<file path="src/rtl/host_port_pkg.sv">
// constants and types of the dual-channel parallel host port controller
// Notes on behaviour
// - three address lines pick the register
// - one eight-bit two-way data bus
// - host samples read byte at strobe rise
// - write data held until write strobe rises
// - chip select low frames every access
package host_port_pkg;
    localparam int ADDR_W = 3;
    localparam int DATA_W = 8;
    localparam int CNT_W = 4;
    localparam int CLK_PERIOD_NS = 25;
    // bus phase times in ns
    localparam int ADDR_SETUP_NS = 10;
    localparam int STROBE_LOW_NS = 60;
    localparam int DATA_HOLD_NS = 10;
    localparam int RECOVERY_NS = 40;
    // least times, rounded up to whole cycles
    localparam logic [CNT_W-1:0] ADDR_SETUP_CYC =
        CNT_W'((ADDR_SETUP_NS + CLK_PERIOD_NS - 1) / CLK_PERIOD_NS);
    localparam logic [CNT_W-1:0] STROBE_LOW_CYC =
        CNT_W'((STROBE_LOW_NS + CLK_PERIOD_NS - 1) / CLK_PERIOD_NS);
    localparam logic [CNT_W-1:0] DATA_HOLD_CYC =
        CNT_W'((DATA_HOLD_NS + CLK_PERIOD_NS - 1) / CLK_PERIOD_NS);
    localparam logic [CNT_W-1:0] RECOVERY_CYC =
        CNT_W'((RECOVERY_NS + CLK_PERIOD_NS - 1) / CLK_PERIOD_NS);
    localparam logic [CNT_W-1:0] CNT_ONE = 4'h1;
    localparam logic [CNT_W-1:0] CNT_ZERO = 4'h0;
    // channel pick levels
    localparam logic PICK_CHAN_A = 1'b1;
    localparam logic PICK_CHAN_B = 1'b0;
    // alternate function register: broadcast write bit
    localparam logic [ADDR_W-1:0] ALT_FUNC_ADDR = 3'h2;
    localparam int ALT_FUNC_BCAST_BIT = 0;
    localparam logic [DATA_W-1:0] BYTE_ZERO = 8'h00;
    typedef enum logic [4:0] {
        ST_IDLE = 5'h01,
        ST_SETUP = 5'h02,
        ST_STROBE = 5'h04,
        ST_HOLD = 5'h08,
        ST_RECOVER = 5'h10
    } bus_state_type;
endpackage : host_port_pkg

</file>
<file path="src/rtl/phase_timer_if.sv">
// carrier between bus sequencer and phase timer
`timescale 1ns/1ps
interface phase_timer_if;
    import host_port_pkg::*;
    logic load;
    logic [CNT_W-1:0] length;
    logic expired;
    modport ctrl (output load, output length, input expired);
    modport timer (input load, input length, output expired);
endinterface : phase_timer_if

</file>
<file path="src/rtl/phase_timer.sv">
// down counter that times each bus phase
`timescale 1ns/1ps
module phase_timer (
    // clock and reset
    input wire logic clk,
    input wire logic rst,
    input wire logic ce,
    // sequencer side
    phase_timer_if.timer tmr
);
    import host_port_pkg::*;
    logic [CNT_W-1:0] cnt_q;

    // length loaded as cycles minus one, expires at zero
    always_ff @(posedge clk) begin
        if (rst) begin
            cnt_q <= CNT_ZERO;
        end else if (ce) begin
            if (tmr.load) begin
                cnt_q <= tmr.length - CNT_ONE;
            end else if (cnt_q != CNT_ZERO) begin
                cnt_q <= cnt_q - CNT_ONE;
            end
        end
    end

    assign tmr.expired = (cnt_q == CNT_ZERO);
endmodule : phase_timer

</file>
<file path="src/rtl/uart_host_port.sv">
// host-side controller driving the dual-channel port pins
`timescale 1ns/1ps
module uart_host_port (
    // clock and reset
    input wire logic clk,
    input wire logic rst,
    input wire logic ce,
    // user command side
    input wire logic req,
    input wire logic req_write,
    input wire logic req_chan_b,
    input wire logic [host_port_pkg::ADDR_W-1:0] req_addr,
    input wire logic [host_port_pkg::DATA_W-1:0] req_wdata,
    output logic ready,
    output logic done,
    output logic [host_port_pkg::DATA_W-1:0] rdata,
    // interrupt levels passed to the user
    output logic irq_a,
    output logic irq_b,
    // device pins
    output logic cs_n,
    output logic channel_pick,
    output logic [host_port_pkg::ADDR_W-1:0] addr,
    output logic read_strobe_n,
    output logic write_strobe_n,
    output logic [host_port_pkg::DATA_W-1:0] data_out,
    output logic data_oe,
    input wire logic [host_port_pkg::DATA_W-1:0] data_in,
    input wire logic irq_chan_a,
    input wire logic irq_chan_b
);
    import host_port_pkg::*;

    bus_state_type state_q;
    bus_state_type state_d;
    logic write_q;
    logic cs_n_q;
    logic pick_q;
    logic rd_n_q;
    logic wr_n_q;
    logic oe_q;
    logic done_q;
    logic irq_a_q;
    logic irq_b_q;
    logic [ADDR_W-1:0] addr_q;
    logic [DATA_W-1:0] dout_q;
    logic [DATA_W-1:0] rdata_q;
    logic start;

    phase_timer_if tif ();

    phase_timer u_timer (
        .clk(clk),
        .rst(rst),
        .ce(ce),
        .tmr(tif.timer)
    );

    assign start = req && (state_q == ST_IDLE);

    // phase sequencing
    always_comb begin
        state_d = state_q;
        tif.load = 1'b0;
        tif.length = ADDR_SETUP_CYC;
        unique case (state_q)
            ST_IDLE: begin
                if (req) begin
                    state_d = ST_SETUP;
                    tif.load = 1'b1;
                    tif.length = ADDR_SETUP_CYC;
                end
            end
            ST_SETUP: begin
                if (tif.expired) begin
                    state_d = ST_STROBE;
                    tif.load = 1'b1;
                    tif.length = STROBE_LOW_CYC;
                end
            end
            ST_STROBE: begin
                if (tif.expired) begin
                    state_d = ST_HOLD;
                    tif.load = 1'b1;
                    tif.length = DATA_HOLD_CYC;
                end
            end
            ST_HOLD: begin
                if (tif.expired) begin
                    state_d = ST_RECOVER;
                    tif.load = 1'b1;
                    tif.length = RECOVERY_CYC;
                end
            end
            ST_RECOVER: begin
                if (tif.expired) begin
                    state_d = ST_IDLE;
                end
            end
            default: begin
                state_d = ST_IDLE;
            end
        endcase
    end

    always_ff @(posedge clk) begin
        if (rst) begin
            state_q <= ST_IDLE;
        end else if (ce) begin
            state_q <= state_d;
        end
    end

    // request latch: address, channel, direction
    always_ff @(posedge clk) begin
        if (rst) begin
            addr_q <= '0;
            pick_q <= PICK_CHAN_A;
            write_q <= 1'b0;
        end else if (ce && start) begin
            addr_q <= req_addr;
            pick_q <= req_chan_b ? PICK_CHAN_B : PICK_CHAN_A;
            write_q <= req_write;
        end
    end

    // chip select frames the whole access
    always_ff @(posedge clk) begin
        if (rst) begin
            cs_n_q <= 1'b1;
        end else if (ce) begin
            if (start) begin
                cs_n_q <= 1'b0;
            end else if (state_q == ST_HOLD && tif.expired) begin
                cs_n_q <= 1'b1;
            end
        end
    end

    // strobes
    always_ff @(posedge clk) begin
        if (rst) begin
            rd_n_q <= 1'b1;
            wr_n_q <= 1'b1;
        end else if (ce) begin
            if (state_q == ST_SETUP && tif.expired) begin
                rd_n_q <= write_q;
                wr_n_q <= !write_q;
            end else if (state_q == ST_STROBE && tif.expired) begin
                rd_n_q <= 1'b1;
                wr_n_q <= 1'b1;
            end
        end
    end

    // write data drive, held past the write strobe rise
    always_ff @(posedge clk) begin
        if (rst) begin
            oe_q <= 1'b0;
            dout_q <= BYTE_ZERO;
        end else if (ce) begin
            if (start) begin
                oe_q <= req_write;
                dout_q <= req_wdata;
            end else if (state_q == ST_HOLD && tif.expired) begin
                oe_q <= 1'b0;
            end
        end
    end

    // read byte sampled as the read strobe rises
    always_ff @(posedge clk) begin
        if (rst) begin
            rdata_q <= BYTE_ZERO;
        end else if (ce && state_q == ST_STROBE && tif.expired && !write_q) begin
            rdata_q <= data_in;
        end
    end

    always_ff @(posedge clk) begin
        if (rst) begin
            done_q <= 1'b0;
        end else if (ce) begin
            done_q <= (state_q == ST_RECOVER) && tif.expired;
        end
    end

    // interrupt levels, registered once
    always_ff @(posedge clk) begin
        if (rst) begin
            irq_a_q <= 1'b0;
            irq_b_q <= 1'b0;
        end else if (ce) begin
            irq_a_q <= irq_chan_a;
            irq_b_q <= irq_chan_b;
        end
    end

    assign ready = (state_q == ST_IDLE);
    assign done = done_q;
    assign rdata = rdata_q;
    assign irq_a = irq_a_q;
    assign irq_b = irq_b_q;
    assign cs_n = cs_n_q;
    assign channel_pick = pick_q;
    assign addr = addr_q;
    assign read_strobe_n = rd_n_q;
    assign write_strobe_n = wr_n_q;
    assign data_out = dout_q;
    assign data_oe = oe_q;
endmodule : uart_host_port

</file>
<file path="config.mk">
export PLATFORM = sky130hd
export DESIGN_NAME = uart_host_port
export DESIGN_NICKNAME = d
export VERILOG_FILES = /design/src/rtl/host_port_pkg.sv /design/src/rtl/phase_timer_if.sv /design/src/rtl/phase_timer.sv /design/src/rtl/uart_host_port.sv
export SDC_FILE = /design/constraint.sdc
export NUM_CORES = 1
export LEC_CHECK = 0
export ABC_AREA = 1
export BUFFER_PORTS_ARGS = -buffer_cell sky130_fd_sc_hd__buf_2
export CAP_MARGIN = 30
export CORE_MARGIN = 2
export CORE_UTILIZATION = 53
export CTS_CLUSTER_SIZE = 40
export DETAILED_ROUTE_END_ITERATION = 6
export HOLD_SLACK_MARGIN = 0.08
export PLACE_DENSITY = 0.83
export SLEW_MARGIN = 0
export SYNTH_ARGS = -nofsm -noshare
export SYNTH_HDL_FRONTEND = slang
export SYNTH_HIERARCHICAL = 1
export SYNTH_SLANG_ARGS = --single-unit
export TNS_END_PERCENT = 10
</file>
<file path="constraint.sdc">
create_clock -name clk -period 5.92 [get_ports clk]
set_input_delay 0 -clock clk [delete_from_list [all_inputs] [get_ports clk]]
set_output_delay 0 -clock clk [all_outputs]
set_load 0.03 [all_outputs]
</file>
Word level (Yosys, flattened, before mapping)
Index checks and enable logic that the tools add are counted.
Cells by class
  add/subtract/negate cells: 2
  equality and inequality tests: 10
  muxes and demuxes: 22
  reductions and logical operators: 21
Operators by type and width (number)
  $mux W5: 5
  $pmux W5 S5: 1
  $mux W1: 10
  $ne A2 B2 Y1 const B: 5
  $logic_and A1 B1 Y1: 9
  $mux W4: 2
  $reduce_and A2 Y1: 4
  $reduce_and A6 Y1: 1
  $reduce_bool A2 Y1: 3
  $eq A5 B1 Y1 const B: 1
  $eq A5 B2 Y1 const B: 1
  $eq A5 B3 Y1 const B: 1
  $eq A5 B4 Y1 const B: 1
  $eq A5 B5 Y1 const B: 1
  $logic_not A4 Y1: 1
  $mux W2: 2
  $pmux W2 S2: 1
  $reduce_bool A4 Y1: 1
  $sub A4 B1 Y4 const B: 1
  $reduce_or A3 Y1: 1
  $sub A2 B1 Y3 const B: 1
  $pmux W1 S2: 1
  $logic_not A1 Y1: 1
Word-level totals
  bits in registers: 37
  input bits: 27
  output and inout port bits: 28
  logic and storage cells: 69

Logic depth before layout (Yosys ltp)
  depth in word-level cells: 5
  mapped depth: 14
  gate-level depth less buffers: 14

Hierarchy
Netlist, hierarchy kept.
By module, submodules not included
  uart_host_port: times used 1, cells an instance 183, area an instance 1398.8 µm², sequential area each 660.6 µm²
  phase_timer: times used 1, cells an instance 51, area an instance 299.0 µm², sequential area each 80.1 µm²

Worst setup path after synthesis
Ideal clock, no wire load.
  path type: flip-flop to flip-flop
  start: register u_timer.cnt_q[3]
  end: register u_timer.cnt_q[2]
  setup time: 0.114 ns
  data arrival time: 1.917 ns
  required time: 5.806 ns
  path slack: 3.889 ns
  cell stages (with the launch flop): 12
  buffers on the path: 0
  clock period less this slack: 2.031 ns
  cells stage by stage: dfxtp_1 nor4_1 inv_1 o22ai_1 inv_2 nand2_1 nand2_1 ha_1 xor2_1 nand2_1 nand2_1 nor2_2
On the way
  cells in the longest elaborated chain, start to end: 5
  elaborated cells on any way between the ends: 11
  those cells by class: add/sub (1); mux (6); reduce/logical (4)
Ends and longest elaborated chain
  start: declaration: line phase_timer.sv:12  | logic [CNT_W-1:0] cnt_q;
  start signal: assignment: line phase_timer.sv:20  | cnt_q <= tmr.length - CNT_ONE;
  start signal: assignment: line phase_timer.sv:22  | cnt_q <= cnt_q - CNT_ONE;
  $logic_not A4 Y1 *: line phase_timer.sv:27  | assign tmr.expired = (cnt_q == CNT_ZERO);
  net tif.expired: line phase_timer_if.sv:7  | logic expired;
  $mux W1 *: line uart_host_port.sv:75, uart_host_port.sv:82, uart_host_port.sv:89
  $pmux W1 S2 *: line uart_host_port.sv:66  | unique case (state_q)
  net tif.load: line phase_timer_if.sv:5  | logic load;
  $reduce_bool A2 Y1 (no line)
  $reduce_and A2 Y1 (no line)
Mark *: on every way through the listed nets, which the timed path passes. The rest lies on a longest branch.
A chain may end at the register's enable or synchronous reset.

Final worst setup path
Same ends and word-level chain as after synthesis.

==> results.py <==
metrics = {
    "run_status": {
        "status": "completed",
    },
    "sta": {
        "tightest_slew_ps": 657.8,
        "fin_crit_ps": 2366,
        "finClkSkew_ps": 10.86,
        "fin_crit_sh_pct": 39.96,
        "finalSetupTns_ps": 0,
        "slew_violations": 0,
        "grt_setup_unrepaired": "false",
        "relSlewSlack_pct": 56.10,
        "fmax_mhz": 422.7,
        "final_hold_viol_count": 0,
        "setup_viol": 0,
    },
    "power_and_ir_drop": {
        "irDropWorstVdd_uv": 148.4,
        "internal-power_mw": 0.3858,
        "power_density_nw_per_um2": 265.1,
        "power.switching_mw": 0.2278,
        "combPwrFrac_pct": 31.9,
        "seqPwrFrac_pct": 46.7,
        "swShare_pct": 37.13,
        "power_frac_clock_pct": 21.4,
        "p_leak_nw": 1.133,
    },
    "floorplan": {
        "die-area_um2": 3672,
        "core_um2": 3053,
        "rows": 20,
        "num_io_pins": 55,
        "die_width_um": 60.60,
        "die_h_um": 60.60,
        "start_util_pct": 55.61,
    },
    "critical_path": {
        "required_ps": 6170,
        "path_max_fanout": 6,
        "slowest_stage": "nor4_1",
        "crit_arrival_ps": 2620,
        "cp-end-kind": "flop",
        "reg2reg_depth": 11,
        "rrSetupSlack_ps": 3550,
        "slowest_delay_ps": 490,
        "r2r-start": "u_timer/cnt_q[3]$_SDFFE_PP0P_",
        "crit_chain": "nor4_1 > inv_1 > o22ai_1 > inv_2 > nand2_1 > nand2_1 > ha_1 > xor2_1 > nand2_1 > nand2_1 > nor2_2",
        "worstSetupPathType": "reg -> reg",
        "r2r_end": "u_timer/cnt_q[2]$_SDFFE_PP0P_",
        "cpMostUsedCell": "nand2_1",
        "critical_path.startpoint": "u_timer/cnt_q[3]$_SDFFE_PP0P_",
        "cp-start-kind": "flop",
    },
    "global_routing": {
        "grt_overflow": 0,
        "grt_max_degree": 26,
        "grtUsageTotal_pct": 28.36,
        "antenna_found_initial": 0,
        "grt_pass1_wl_mm": 7.514,
        "grt_pass1_vias": 1657,
    },
    "detailed_routing": {
        "wl_per_cell_um": 13.39,
        "ant_nets": 0,
        "via_per_inst": 5.170,
        "drt-total-wl_mm": 4.875,
        "vias": 1882,
        "firstDrtPassIters": 4,
        "first_iter_violations": 154,
        "drcViolationCount": 0,
    },
    "clocking": {
        "clock_sinks": 37,
        "clock_latency_ps": 350,
        "numCtsBuffers": 5,
        "post_cts_buffers": 0,
        "clk_pin_slew_ps": 110,
        "cts-root-buf": "clkbuf_4",
        "cts.path.max_buffers": 2,
        "cts_tree": "built",
        "cts_max_level": 2,
    },
    "logic_synthesis": {
        "yosysWarningCount": 6,
        "synth_top_family_by_area": "simple AND/OR/NAND/NOR gates",
        "synthAdderAreaFrac_pct": 0.7369,
        "synth-compound-area-share_pct": 11.50,
        "yosysTopAreaCell": "dfxtp_1",
        "ys_seq_elements": 37,
        "synth_area_leaders": "dfxtp_1 44%, nor2_1 12%, nand2_1 6.6%",
        "netlist_area_um2": 1698,
        "muxShareOfSynthArea_pct": 0,
        "postSynthAreaPerCell_um2": 7.256,
        "synthSimpleGateAreaFrac_pct": 33.90,
        "synth_xor_area_share_pct": 0.5158,
        "ys_types": 27,
        "synth_seq_area_share_pct": 43.63,
        "async_flop_share_pct": 0,
        "postSynthCellCount": 234,
        "yosysMostFrequentCell": "nor2_1",
        "synth_top_area_share_pct": 43.63,
        "synth_ff_type": "dfxtp_1",
        "synth-edff-count": 0,
        "synth_common_cells": "53 x nor2_1, 37 x dfxtp_1, 30 x nand2_1",
    },
    "placement": {
        "port_buffers": 54,
        "gp_congestion": 0.8953,
        "place_hpwl_mm": 2.685,
    },
    "hold_path": {
        "min_from": "req",
        "hold_depth": 5,
        "worstHoldPathType": "in -> reg",
        "min_to": "state_q[0]$_SDFFE_PP1P_",
    },
    "finish": {
        "fin_util_pct": 75.82,
        "fillCellCount": 218,
        "area_growth_pct": 36.33,
        "layout.nets": 347,
        "insertedDiodeCount": 0,
        "drive_above_1_share_pct": 26.56,
    },
    "run": {
        "drv_cap": 0,
    },
}
-- what timing repair did --
action | CTS | global route
endpoints found under the hold margin | 30 | 0
resized for setup | 0 | 0
hold buffers | 28 | 0
-- per-layer routing --
layer | routed length (um) | track usage [%] | share of wire (%)
met4 | 157 | 13.66 | 3.2
met3 | 328 | 7.889 | 6.7
met1 | 1991 | 32.55 | 41
met2 | 2398 | 48.54 | 49
met5 | 0 | 0 | 0
-- power groups by stage --
stage	Sequential, mW	Combinational [mW]	Clock [mW]
floorplan	0.311	0.116	0
global placement	0.289	0.172	0
detailed placement	0.291	0.175	0
global route	0.290	0.219	0.141
finish	0.286	0.196	0.131
CTS	0.285	0.190	0.129
-- cell usage in the layout, fill, tap and decap left out, drive strengths merged --
master,Yosys,final
inv,30,30
nor2,60,60
xor2,1,1
nand2,36,36
ha,1,1
nand3,15,15
dfxtp,37,37
clkbuf,2,6
a21oi,10,10
nand4,9,9
o22ai,1,1
conb,1,2
dlygate4sd3,0,28
nor4,1,1
clkinv,0,2
buf,3,54
o21ai,27,27
-- registers in the layout (all words and copies together), names as in the netlist, 3 cells and up --
name	flops
rdata	8
state_q	5
addr	3
u_timer/cnt_q	4
data_out	8
-- worst max-delay path, delay by kind of cell (launching register included) --
kind / cells / cell delay (ps)
compound gates: 1 / 410
flops: 1 / 360
simple gates: 6 / 830
buf+inv: 2 / 320
xor+xnor: 1 / 140
fa+ha+maj: 1 / 220
-- worst max path at each step --
stage	end	cells past startpoint
after floorplan	u_timer/cnt_q[2]$_SDFFE_PP0P_	11
after global placement	u_timer/cnt_q[2]$_SDFFE_PP0P_	11
after detailed placement	u_timer/cnt_q[2]$_SDFFE_PP0P_	11
after CTS	u_timer/cnt_q[2]$_SDFFE_PP0P_	11
after global routing	u_timer/cnt_q[2]$_SDFFE_PP0P_	11
final	u_timer/cnt_q[2]$_SDFFE_PP0P_	11
-- per-stage QoR --
| stage | total power, mW | hold WS (ps) | setup slack, ps | instances | instance area [um2] |
|---|---|---|---|---|---|
| final | 0.6135 | 125.3 | 3554 | 364 | 2315 |
| after global placement | 0.4615 | 186.9 | 3747 | 328 | 1983 |
| after detailed placement | 0.4658 | 191.2 | 3612 | 328 | 1983 |
| after global routing | 0.6501 | 161.4 | 3121 | 364 | 2315 |
| after CTS | 0.6044 | 103.9 | 3589 | 364 | 2315 |
| after floorplan | 0.4262 | 96.63 | 3889 | 235 | 1702 |
-- final cells by class --
cell class / count / area, um2 / area share, %
multi-input cells: 163 / 799.5 / 34.54
flip-flops and latches: 37 / 740.7 / 32.00
repair buffers: 82 / 550.5 / 23.78
inverters: 30 / 117.6 / 5.081
well taps: 44 / 55.05 / 2.378
clock buffers: 6 / 41.29 / 1.784
clock inverters: 2 / 10.01 / 0.4324
-- kinds of logic (layout without fill, tap and decap cells) --
kind of cell / count (synthesis) / count (layout)
compound gates: 38 / 38
other cells: 1 / 2
fa+ha+maj: 1 / 1
simple gates: 121 / 121
flops: 37 / 37
xor+xnor: 1 / 1
buf+inv: 35 / 120
(Power assumes the default switching activity.)
